<file path="config.mk">
export PLATFORM = sky130hd
export DESIGN_NAME = dcm_top
export DESIGN_NICKNAME = d
export VERILOG_FILES = /design/src/verilog/dcm_pkg.sv /design/src/verilog/dcm_top.sv
export SDC_FILE = /design/constraint.sdc
export NUM_CORES = 2
export LEC_CHECK = 0
export ABC_CLOCK_PERIOD_IN_PS = 16030
export BUFFER_PORTS_ARGS = -buffer_cell sky130_fd_sc_hd__buf_4
export CAP_MARGIN = 20
export CORE_MARGIN = 2
export CORE_UTILIZATION = 30
export DETAILED_ROUTE_END_ITERATION = 8
export PLACE_DENSITY_LB_ADDON = 0.08
export SKIP_CTS_REPAIR_TIMING = 1
export SYNTH_ARGS = -nofsm -noshare
export SYNTH_HDL_FRONTEND = slang
export SYNTH_SLANG_ARGS = --single-unit
export TNS_END_PERCENT = 100
</file>
<file path="constraint.sdc">
create_clock -name i_clk -period 16.03 [get_ports i_clk]
set_input_delay 3.206 -clock i_clk [delete_from_list [all_inputs] [get_ports i_clk]]
set_output_delay 3.206 -clock i_clk [all_outputs]
set_load 0.03 [all_outputs]
</file>
<file path="src/verilog/dcm_pkg.sv">
package dcm_pkg;
	localparam int          DCM_NBYTES      = 6;
	localparam int          DCM_NLINES      = 48;
	localparam int          DCM_NMON        = 15;
	localparam int          DCM_NSTAT       = 2;
	localparam int          DCM_IDN_MAX     = 72;
	localparam int          DCM_XLAT_LEN    = 16;
	localparam int          DCM_CLK_HZ      = 25000000;
	localparam int          DCM_PW_MIN_MS   = 10;
	localparam int          DCM_PW_MAX_MS   = 30000;
	localparam logic [14:0] DCM_PW_DEF_MS   = 15'h0032;
	localparam int          DCM_STB_US      = 5;
	localparam int          DCM_CYC_PER_MS  = DCM_CLK_HZ / 1000;
	localparam int          DCM_STB_CYC     = (DCM_STB_US * DCM_CLK_HZ + 999999) / 1000000;
	// register word addresses
	localparam logic [7:0]  A_OUT0          = 8'h00;
	localparam logic [7:0]  A_IN0           = 8'h08;
	localparam logic [7:0]  A_OPOL0         = 8'h10;
	localparam logic [7:0]  A_IPOL0         = 8'h18;
	localparam logic [7:0]  A_BITCMD        = 8'h20;
	localparam logic [7:0]  A_PW            = 8'h21;
	localparam logic [7:0]  A_STRCFG        = 8'h22;
	localparam logic [7:0]  A_CTLPOL        = 8'h23;
	localparam logic [7:0]  A_FMT           = 8'h24;
	localparam logic [7:0]  A_LOCK          = 8'h25;
	localparam logic [7:0]  A_DEFAULTS      = 8'h26;
	localparam logic [7:0]  A_STROBE        = 8'h27;
	localparam logic [7:0]  A_QCOND         = 8'h30;
	localparam logic [7:0]  A_QEVENT        = 8'h31;
	localparam logic [7:0]  A_QENAB         = 8'h32;
	localparam logic [7:0]  A_QPTR          = 8'h33;
	localparam logic [7:0]  A_QNTR          = 8'h34;
	localparam logic [7:0]  A_OCOND         = 8'h38;
	localparam logic [7:0]  A_OEVENT        = 8'h39;
	localparam logic [7:0]  A_OENAB         = 8'h3A;
	localparam logic [7:0]  A_OPTR          = 8'h3B;
	localparam logic [7:0]  A_ONTR          = 8'h3C;
	localparam logic [7:0]  A_XLAT0         = 8'h40;
	localparam logic [7:0]  A_IDN0          = 8'h80;
	// bit command field: [7:5] byte, [4:2] bit, [1:0] op
	localparam logic [1:0]  BOP_SET         = 2'h1;
	localparam logic [1:0]  BOP_CLR         = 2'h2;
	localparam logic [1:0]  BOP_PULSE       = 2'h3;
	// defaults
	localparam logic [14:0] DEF_QPTR        = 15'h7FFF;
	localparam logic [14:0] DEF_QNTR        = 15'h0000;
	localparam logic [6:0]  DEF_CTLPOL      = 7'h00;
	localparam logic [31:0] DEF_STRCFG      = 32'h0000_0000;
	localparam logic [7:0]  DEF_FMT         = 8'h00;
endpackage : dcm_pkg

</file>
<file path="src/verilog/dcm_top.sv">
// Local design decisions: the plain strobed port and the register offsets.
`timescale 1ns/1ps
module dcm_top
	import dcm_pkg::*;
#(
	parameter int CYC_PER_MS = DCM_CYC_PER_MS
) (
	input  wire logic                  i_clk,
	input  wire logic                  i_rst,
	input  wire logic [7:0]            i_addr,
	input  wire logic [31:0]           i_wdata,
	input  wire logic                  i_wr,
	input  wire logic                  i_rd,
	output logic      [31:0]           o_rdata,
	input  wire logic [DCM_NLINES-1:0] i_lines,
	input  wire logic [DCM_NSTAT-1:0]  i_status,
	output logic      [DCM_NLINES-1:0] o_lines,
	output logic      [DCM_NLINES-1:0] o_lines_oe,
	output logic                       o_data_strobe,
	output logic      [6:0]            o_ctl_pol,
	output logic      [7:0]            o_format,
	output logic                       o_srq
);
	typedef struct packed {
		logic [DCM_NLINES-1:0] out;
		logic [DCM_NLINES-1:0] oe;
		logic [DCM_NLINES-1:0] opol;
		logic [DCM_NLINES-1:0] ipol;
		logic [DCM_NLINES-1:0] pulse;
		logic [31:0]           pms_cnt;
		logic [14:0]           pw;
		logic [14:0]           pw_left;
		logic [31:0]           strcfg;
		logic [6:0]            ctlpol;
		logic [7:0]            fmt;
		logic                  lock;
		logic [7:0]            stb_cnt;
		logic [DCM_NMON-1:0]   qprev;
		logic [DCM_NMON-1:0]   qev;
		logic [DCM_NMON-1:0]   qen;
		logic [DCM_NMON-1:0]   qptr;
		logic [DCM_NMON-1:0]   qntr;
		logic [DCM_NSTAT-1:0]  oprev;
		logic [DCM_NSTAT-1:0]  oev;
		logic [DCM_NSTAT-1:0]  oen;
		logic [DCM_NSTAT-1:0]  optr;
		logic [DCM_NSTAT-1:0]  ontr;
		logic [31:0]           rdata;
		logic                  srq;
		logic                  primed;
	} dcm_state_t;

	dcm_state_t st_reg;
	dcm_state_t st_next;
	logic [7:0] xlat_mem [DCM_XLAT_LEN];
	logic [7:0] idn_mem  [DCM_IDN_MAX];
	logic       cfg_ok;
	logic [2:0] bsel;
	logic [5:0] bitidx;

	function automatic logic [7:0] dcm_byte(input logic [DCM_NLINES-1:0] v, input logic [2:0] b);
		dcm_byte = v[b*8 +: 8];
	endfunction : dcm_byte

	function automatic logic in_range(input logic [7:0] a, input logic [7:0] base, input int n);
		in_range = (a >= base) && (int'(a) < int'(base) + n);
	endfunction : in_range

	assign cfg_ok = !st_reg.lock;
	assign bsel   = i_addr[2:0];
	assign bitidx = 6'(i_wdata[7:5] * 8 + i_wdata[4:2]);

	// translation table and identification text, writes gated by lock
	always_ff @(posedge i_clk) begin
		if (i_wr && cfg_ok && in_range(i_addr, A_XLAT0, DCM_XLAT_LEN)) begin
			xlat_mem[4'(i_addr - A_XLAT0)] <= i_wdata[7:0];
		end
		if (i_wr && cfg_ok && in_range(i_addr, A_IDN0, DCM_IDN_MAX)) begin
			idn_mem[7'(i_addr - A_IDN0)] <= i_wdata[7:0];
		end
	end

	always_comb begin
		logic [DCM_NMON-1:0]  qcur;
		logic [DCM_NMON-1:0]  qhit;
		logic [DCM_NSTAT-1:0] ohit;
		qcur = i_lines[DCM_NMON-1:0];
		qhit = (qcur & ~st_reg.qprev & st_reg.qptr) | (~qcur & st_reg.qprev & st_reg.qntr);
		ohit = (i_status & ~st_reg.oprev & st_reg.optr) | (~i_status & st_reg.oprev & st_reg.ontr);
		// no history right after reset: lines idling high on pull-ups must not look like edges
		qhit = qhit & {DCM_NMON{st_reg.primed}};
		ohit = ohit & {DCM_NSTAT{st_reg.primed}};
		st_next = st_reg;
		st_next.rdata = 32'h0000_0000;
		st_next.primed = 1'b1;
		st_next.qprev = qcur;
		st_next.oprev = i_status;
		// pulse timing in ms ticks
		if (st_reg.pulse != '0) begin
			if (st_reg.pms_cnt >= 32'(CYC_PER_MS - 1)) begin
				st_next.pms_cnt = 32'h0000_0000;
				if (st_reg.pw_left <= 15'h0001) begin
					st_next.out   = st_reg.out ^ st_reg.pulse;
					st_next.pulse = '0;
				end else begin
					st_next.pw_left = st_reg.pw_left - 15'h0001;
				end
			end else begin
				st_next.pms_cnt = st_reg.pms_cnt + 32'h0000_0001;
			end
		end
		if (st_reg.stb_cnt != 8'h00) begin
			st_next.stb_cnt = st_reg.stb_cnt - 8'h01;
		end
		if (i_rd) begin
			if (in_range(i_addr, A_OUT0, DCM_NBYTES)) begin
				st_next.rdata = {24'h000000, dcm_byte(st_reg.out ^ st_reg.opol, bsel)};
			end else if (in_range(i_addr, A_IN0, DCM_NBYTES)) begin
				st_next.rdata = {24'h000000, dcm_byte(i_lines ^ st_reg.ipol, bsel)};
			end else if (in_range(i_addr, A_OPOL0, DCM_NBYTES)) begin
				st_next.rdata = {24'h000000, dcm_byte(st_reg.opol, bsel)};
			end else if (in_range(i_addr, A_IPOL0, DCM_NBYTES)) begin
				st_next.rdata = {24'h000000, dcm_byte(st_reg.ipol, bsel)};
			end else if (in_range(i_addr, A_XLAT0, DCM_XLAT_LEN)) begin
				st_next.rdata = {24'h000000, xlat_mem[4'(i_addr - A_XLAT0)]};
			end else if (in_range(i_addr, A_IDN0, DCM_IDN_MAX)) begin
				st_next.rdata = {24'h000000, idn_mem[7'(i_addr - A_IDN0)]};
			end else begin
				unique case (i_addr)
					A_PW:     st_next.rdata = {17'h00000, st_reg.pw};
					A_STRCFG: st_next.rdata = st_reg.strcfg;
					A_CTLPOL: st_next.rdata = {25'h0000000, st_reg.ctlpol};
					A_FMT:    st_next.rdata = {24'h000000, st_reg.fmt};
					A_LOCK:   st_next.rdata = {31'h00000000, st_reg.lock};
					A_QCOND:  st_next.rdata = {17'h00000, qcur};
					A_QEVENT: st_next.rdata = {17'h00000, st_reg.qev};
					A_QENAB:  st_next.rdata = {17'h00000, st_reg.qen};
					A_QPTR:   st_next.rdata = {17'h00000, st_reg.qptr};
					A_QNTR:   st_next.rdata = {17'h00000, st_reg.qntr};
					A_OCOND:  st_next.rdata = {30'h00000000, i_status};
					A_OEVENT: st_next.rdata = {30'h00000000, st_reg.oev};
					A_OENAB:  st_next.rdata = {30'h00000000, st_reg.oen};
					A_OPTR:   st_next.rdata = {30'h00000000, st_reg.optr};
					A_ONTR:   st_next.rdata = {30'h00000000, st_reg.ontr};
					default:  st_next.rdata = 32'h0000_0000;
				endcase
			end
			// read clears events, new edge wins
			if (i_addr == A_QEVENT) begin
				st_next.qev = '0;
			end
			if (i_addr == A_OEVENT) begin
				st_next.oev = '0;
			end
		end
		if (i_wr) begin
			if (in_range(i_addr, A_OUT0, DCM_NBYTES)) begin
				// output mask on byte write; byte becomes output
				st_next.out[bsel*8 +: 8] = i_wdata[7:0] ^ st_reg.opol[bsel*8 +: 8];
				st_next.oe[bsel*8 +: 8]  = 8'hFF;
			end else if (in_range(i_addr, A_OPOL0, DCM_NBYTES)) begin
				st_next.opol[bsel*8 +: 8] = i_wdata[7:0];
			end else if (in_range(i_addr, A_IPOL0, DCM_NBYTES)) begin
				st_next.ipol[bsel*8 +: 8] = i_wdata[7:0];
			end else if (i_addr == A_BITCMD && i_wdata[7:5] < 3'(DCM_NBYTES)) begin
				// single bit set, clear or pulse
				st_next.oe[bitidx] = 1'b1;
				unique case (i_wdata[1:0])
					BOP_SET:   st_next.out[bitidx] = 1'b1;
					BOP_CLR:   st_next.out[bitidx] = 1'b0;
					BOP_PULSE: begin
						if (!st_reg.pulse[bitidx]) begin
							st_next.out[bitidx]   = ~st_reg.out[bitidx];
							st_next.pulse[bitidx] = 1'b1;
						end
						st_next.pw_left = st_reg.pw;
						st_next.pms_cnt = 32'h0000_0000;
					end
					default: ;
				endcase
			end else if (i_addr == A_STROBE) begin
				// strobe for DCM_STB_CYC cycles on each write to A_STROBE
				st_next.stb_cnt = 8'(DCM_STB_CYC);
			end else if (i_addr == A_LOCK) begin
				st_next.lock = i_wdata[0];
			end else if (cfg_ok) begin
				unique case (i_addr)
					A_PW: begin
						if (i_wdata >= 32'(DCM_PW_MIN_MS) && i_wdata <= 32'(DCM_PW_MAX_MS)) begin
							st_next.pw = i_wdata[14:0];
						end
					end
					A_STRCFG: st_next.strcfg = i_wdata;
					A_CTLPOL: st_next.ctlpol = i_wdata[6:0];
					A_FMT:    st_next.fmt = i_wdata[7:0];
					A_QENAB:  st_next.qen = i_wdata[DCM_NMON-1:0];
					A_QPTR:   st_next.qptr = i_wdata[DCM_NMON-1:0];
					A_QNTR:   st_next.qntr = i_wdata[DCM_NMON-1:0];
					A_OENAB:  st_next.oen = i_wdata[DCM_NSTAT-1:0];
					A_OPTR:   st_next.optr = i_wdata[DCM_NSTAT-1:0];
					A_ONTR:   st_next.ontr = i_wdata[DCM_NSTAT-1:0];
					A_DEFAULTS: begin
						st_next.pw     = DCM_PW_DEF_MS;
						st_next.strcfg = DEF_STRCFG;
						st_next.ctlpol = DEF_CTLPOL;
						st_next.fmt    = DEF_FMT;
						st_next.opol   = '0;
						st_next.ipol   = '0;
						st_next.qen    = '0;
						st_next.qptr   = DEF_QPTR;
						st_next.qntr   = DEF_QNTR;
						st_next.oen    = '0;
						st_next.optr   = '1;
						st_next.ontr   = '0;
					end
					default: ;
				endcase
			end
		end
		// event record on lines 0-14, set beats clear
		st_next.qev = st_next.qev | qhit;
		st_next.oev = st_next.oev | ohit;
		st_next.srq = |(st_next.qev & st_reg.qen) || |(st_next.oev & st_reg.oen);
	end

	always_ff @(posedge i_clk or posedge i_rst) begin
		if (i_rst) begin
			st_reg         <= '0;
			st_reg.pw      <= DCM_PW_DEF_MS;
			st_reg.strcfg  <= DEF_STRCFG;
			st_reg.ctlpol  <= DEF_CTLPOL;
			st_reg.fmt     <= DEF_FMT;
			st_reg.qptr    <= DEF_QPTR;
			st_reg.qntr    <= DEF_QNTR;
			st_reg.optr    <= '1;
		end else begin
			st_reg <= st_next;
		end
	end

	assign o_rdata       = st_reg.rdata;
	assign o_lines       = st_reg.out;
	assign o_lines_oe    = st_reg.oe;
	assign o_data_strobe = (st_reg.stb_cnt != 8'h00);
	assign o_ctl_pol     = st_reg.ctlpol;
	assign o_format      = st_reg.fmt;
	assign o_srq         = st_reg.srq;
endmodule : dcm_top

</file>
* Word level (Yosys, flattened, before mapping)
Memories as Yosys holds them, arrays and structs flattened. Index checks and enable logic that the tools add are counted.
Cells by class: add/subtract/negate cells 7, order comparisons 19, eq/ne operators 33, shifts and indexed selects 8, muxes and demuxes 81, bitwise gates (word level) 37, reductions and logical operators 45
Operators with widths (number):
- 96-bit 2-to-1 mux | 8
- 48-bit 2-to-1 mux | 10
- 32-bit one-hot mux with 15 select lines | 1
- 358-bit 2-to-1 mux | 1
- 262-bit 2-to-1 mux | 1
- 32-bit 2-to-1 mux | 8
- 48-bit bitwise mux | 5
- 80-bit 2-to-1 mux | 3
- 214-bit 2-to-1 mux | 1
- 48-bit by 7-bit variable part select with 8-bit output | 4
- 15-bit 2-to-1 mux | 12
- 166-bit 2-to-1 mux | 1
- 8-bit by 6-bit == test with 1-bit output (second input constant) | 18
- 144-bit 2-to-1 mux | 1
- 48-bit OR | 3
- 48-bit one-hot mux with 3 select lines | 1
- 48-bit XOR | 3
- 15-bit one-hot mux with 2 select lines | 4
- 8-bit by 34-bit variable part select with 48-bit output | 2
- 47-bit 2-to-1 mux | 2
- 15-bit AND | 6
- 9-bit AND reduction | 9
- 32-bit one-hot mux with 2 select lines | 1
- 56-bit 2-to-1 mux | 1
- other kinds (59) | 124
Word-level totals: flip-flop bits (word level) 477, RAM bits 704, bits of input ports 94, output and inout bits 145, word-level logic and storage cells 258, memories 2
Memories:
- idn_mem | depth 72, width 8, read ports 1, clocked after Yosys merged registers in 0, write ports 1, RTL line dcm_top.sv:56 | logic [7:0] idn_mem [DCM_IDN_MAX];
- xlat_mem | depth 16, width 8, read ports 1, clocked after Yosys merged registers in 0, write ports 1, RTL line dcm_top.sv:55 | logic [7:0] xlat_mem [DCM_XLAT_LEN];

* Longest topological paths before layout
depth after elaboration 13, depth in mapped cells 16, depth with buffers taken out 9

* Least setup slack after synthesis
OpenSTA, ideal clock, no wires.
kind input to register, start input i_addr[1], end register st_reg, in the netlist o_lines[37], library setup time 0.133 ns, data arrival time 6.541 ns, required time 15.897 ns, setup slack 9.356 ns, cell stages on the path 16, buffers on the path 7, path through buf_2 > buf_2 > inv_1 > clkbuf_1 > clkbuf_1 > clkbuf_1 > ha_1 > ha_1 > nand2b_1 > nor4_1 > and2_0 > clkbuf_1 > clkbuf_1 > a21oi_1 > o211ai_1 > o211ai_1
RTL lines:
- start, declared | RTL line dcm_top.sv:10 | input wire logic [7:0] i_addr,
- end signal, assigned | RTL line dcm_top.sv:237 | st_reg <= st_next;
- end, declared | RTL line dcm_top.sv:53 | dcm_state_t st_reg;

==> out/metrics.csv <==
stage;metric;value;unit
setup_path;path_cells;buf_6, buf_4, mux2_1, a221o_1, a221o_1, a222oi_1, nand4_1, buf_4, o211ai_1, o211ai_1;
setup_path;critPathTopFamily;compound AO/OA/AOI/OAI gates;
power_and_ir_drop;share_clk_of_total_power;43.4;%
layout;multi_input_area;18200;sq um
clock_tree;root_buffer;clkbuf_16;
clock_tree;cts.sinks;1181;
timing;slew_viol_final;0;
floorplan;start_util;30.1;%
setup_path;ff2ff_setup_slack;12.21;ns
setup_path;cp_slowest_cell;nand4_1;
synthesis;mappedNetlistArea;53600;sq um
power_and_ir_drop;p_comb_share;10.9;%
synthesis;synth-warning-count;0;
synthesis;synth_top_area_share;39.5;%
setup_path;cp.required;16.66;ns
synthesis;muxShareOfSynthArea;4.96;%
route;first_pass_iters;8;
timing;finalSetupViolCount;0;
clock_tree;cts_tree;yes;
setup_path;r2r_end;o_lines[25];
clock_tree;htree_levels;4;
clock_tree;clk_latency;0.79;ns
clock_tree;cts_buffers;144;
synthesis;synth-xor-area-share;3.07;%
setup_path;crit_end;o_lines[25];
setup_path;critPathMaxFanout;48;
global_route;grt_antenna_before_repair;14;
layout;syn_to_final_growth;15.6;%
global_route;grt_pass1_vias;38500;
synthesis;synth_seq_area_share;61.8;%
synthesis;yosys.area_share.simple;9.17;%
power_and_ir_drop;switchingPower;2070;uW
power_and_ir_drop;power.internal;5570;uW
layout;largest_reg_flops;576;
synthesis;synthCells;4400;
flow_run;drv_cap;0;
timing;fin_skew;0.0305;ns
global_route;grt_pass1_wl;313000;um
floorplan;die_h;427;um
synthesis;yosys.cell_types.count;80;
synthesis;synth-seq-cells;1181;
setup_path;endpoint_kind;flip-flop;
route;first_iter_violations;4139;
timing;setup_tns;0;ns
global_route;grt_max_degree;158;
timing;fmax;146;MHz
synthesis;yosysMostFrequentCell;edfxtp_1;
synthesis;synth-adder-area-share;0.210;%
floorplan;coreArea;178000;sq um
power_and_ir_drop;vdd_ir_drop_max;0.0951;mV
power_and_ir_drop;power_leakage;0.0226;uW
synthesis;synth_top_family_by_area;compound AO/OA/AOI/OAI gates;
floorplan;die_area;182000;sq um
synthesis;synth_compound_gate_area_share;16.3;%
floorplan;pin_count;239;
setup_path;rr_startpoint;st_reg[251];
timing;finalCritPeriodShare;42.8;%
layout;n_fill_cell;17500;
timing;tightestPinTransition;1.25;ns
timing;rsz0062_at_grt;no;
min_path;hp-class;reg2reg;
setup_path;worstSetupPathType;in2reg;
timing;hold_viol;0;
layout;final_nets;4564;
global_route;gr-total-overflow;0;
setup_path;critPathMaxStageDelay;0.76;ns
route;wl;224000;um
synthesis;postSynthAreaPerCell;12.2;sq um
status;status;finished clean;
route;drt-wirelength-per-cell;32.3;um
route;viasPerCell;5.59;
timing;fin_crit;6.86;ns
layout;register_area;33100;sq um
power_and_ir_drop;power.density;123;nW/um^2
power_and_ir_drop;seqPwrFrac;45.7;%
synthesis;synth_top_flop_cell;edfxtp_1;
placement;port_buffers;238;
placement;dpl.hpwl;148000;um
placement;routabilityCongestion;0.900;
clock_tree;clock_path_buffers;3;
floorplan;row_count;155;
synthesis;synth_area_leader_cell;edfxtp_1;
layout;post-route-util;34.8;%
layout;drive_gt1_share;16.8;%
synthesis;synth_commonest_cells;704 x edfxtp_1, 457 x dfrtp_1, 357 x nor2_1, 343 x nand2_1, 240 x o21ai_0;
route;vias;38800;
power_and_ir_drop;netSwitchingFraction;27.1;%
setup_path;path_buf_inv;3;
synthesis;synth_edf_count;704;
route;drcViolationCount;0;
timing;relSlewSlack;16.0;%
clock_tree;path_clk_slew;0.06;ns
setup_path;crit_arrival;7.49;ns
synthesis;synth.area.top_cells;edfxtp_1 39%, dfrtp_1 21%, nor2_1 2.5%, nand2_1 2.4%, o21ai_0 2.2%;
setup_path;worstSetupStartpoint;i_wdata[4];
synthesis;syn-num-nets;4503;
floorplan;die-width;427;um
setup_path;crit_cells;10;
setup_path;start_kind;input port;
global_route;grtUsageTotal;24.2;%
route;antenna_left;0;
synthesis;async_reset_ff_share;40.4;%
setup_path;reg2regPathDepth;8;
## metrics by stage
stage | hold WS [ns] | instances | setup slack [ns] | area (sq um) | power, uW
6_report | 0.466 | 6939 | 9.17 | 61900 | 7630
5_1_grt | 0.490 | 6937 | 9.10 | 61900 | 7880
4_1_cts | 0.471 | 6925 | 9.33 | 61800 | 7700
3_5_place_dp | 0.456 | 6663 | 8.50 | 57100 | 4380
3_3_place_gp | 0.454 | 6659 | 8.53 | 57100 | 4380
2_1_floorplan | 0.429 | 4400 | 6.38 | 53600 | 4020
## cell families (layout without fill, tap and decap cells)
| family | Yosys count | count (layout) |
|---|---|---|
| other cells | 1 | 8 |
| buf+inv | 484 | 661 |
| fa+ha+maj | 9 | 9 |
| mux | 220 | 220 |
| xor+xnor | 188 | 188 |
| compound gates | 1257 | 1257 |
| flops | 1181 | 1181 |
| simple gates | 1060 | 1060 |
## worst register-to-register path, stage by stage, from the launching register on
cell and delay, ns:
dfrtp_1 0.43, mux2_1 0.31, a221o_1 0.35, a221o_1 0.38, a222oi_1 0.42, nand4_1 0.76, buf_4 0.58, o211ai_1 0.32
o211ai_1 0.12
## layout make-up
| type | count | area share (%) |
|---|---|---|
| inverters | 36 | 0.224 |
| well taps | 2355 | 4.76 |
| repair buffers | 363 | 4.59 |
| flip-flops and latches | 1181 | 53.4 |
| multi-input cells | 2735 | 29.4 |
| clock buffers | 192 | 6.47 |
| clock inverters | 70 | 1.12 |
| diodes | 7 | 0.0283 |
## routing by layer
layer  track usage (%)  share of wire [%]  vias to the layer above
li1                  -                  -                    16800
met1              32.9                 44                    20200
met2              38.4                 47                     1491
met3              4.31                6.0                      347
met4              9.14                3.8                        2
met5                 0             0.0058                        -
## cells in the final DEF (no fill, tap or decap), types with 86 or more instances in the layout
| cell type | count |
|---|---|
| edfxtp_1 | 704 |
| dfrtp_1 | 457 |
| nor2_1 | 354 |
| buf_4 | 346 |
| nand2_1 | 343 |
| o21ai_0 | 236 |
| o22ai_1 | 181 |
| a21oi_1 | 152 |
| clkbuf_16 | 147 |
| a22o_1 | 113 |
| mux2_2 | 103 |
| o211ai_1 | 101 |
| xor2_1 | 100 |
| mux2i_1 | 90 |
| xnor2_1 | 86 |
## worst min-delay path by stage
stage / from / to / depth (start not counted) / slack (ns)
CTS: flip-flop / flip-flop / 1 / 0.47
finish: flip-flop / flip-flop / 1 / 0.47
global route: flip-flop / flip-flop / 1 / 0.49
global placement: st_reg[159] / st_reg[159] / 2 / 0.45
detailed placement: flip-flop / flip-flop / 1 / 0.46
floorplan: flip-flop / flip-flop / 1 / 0.43
## power by group through the flow
stage	registers, uW	logic [uW]	clock network, uW
after floorplan	3500	525	0
after global placement	3550	833	0
after detailed placement	3540	835	0
after CTS	3490	837	3380
after global routing	3500	896	3490
final	3490	834	3310
Note: power is estimated with default switching activity, not from simulation.
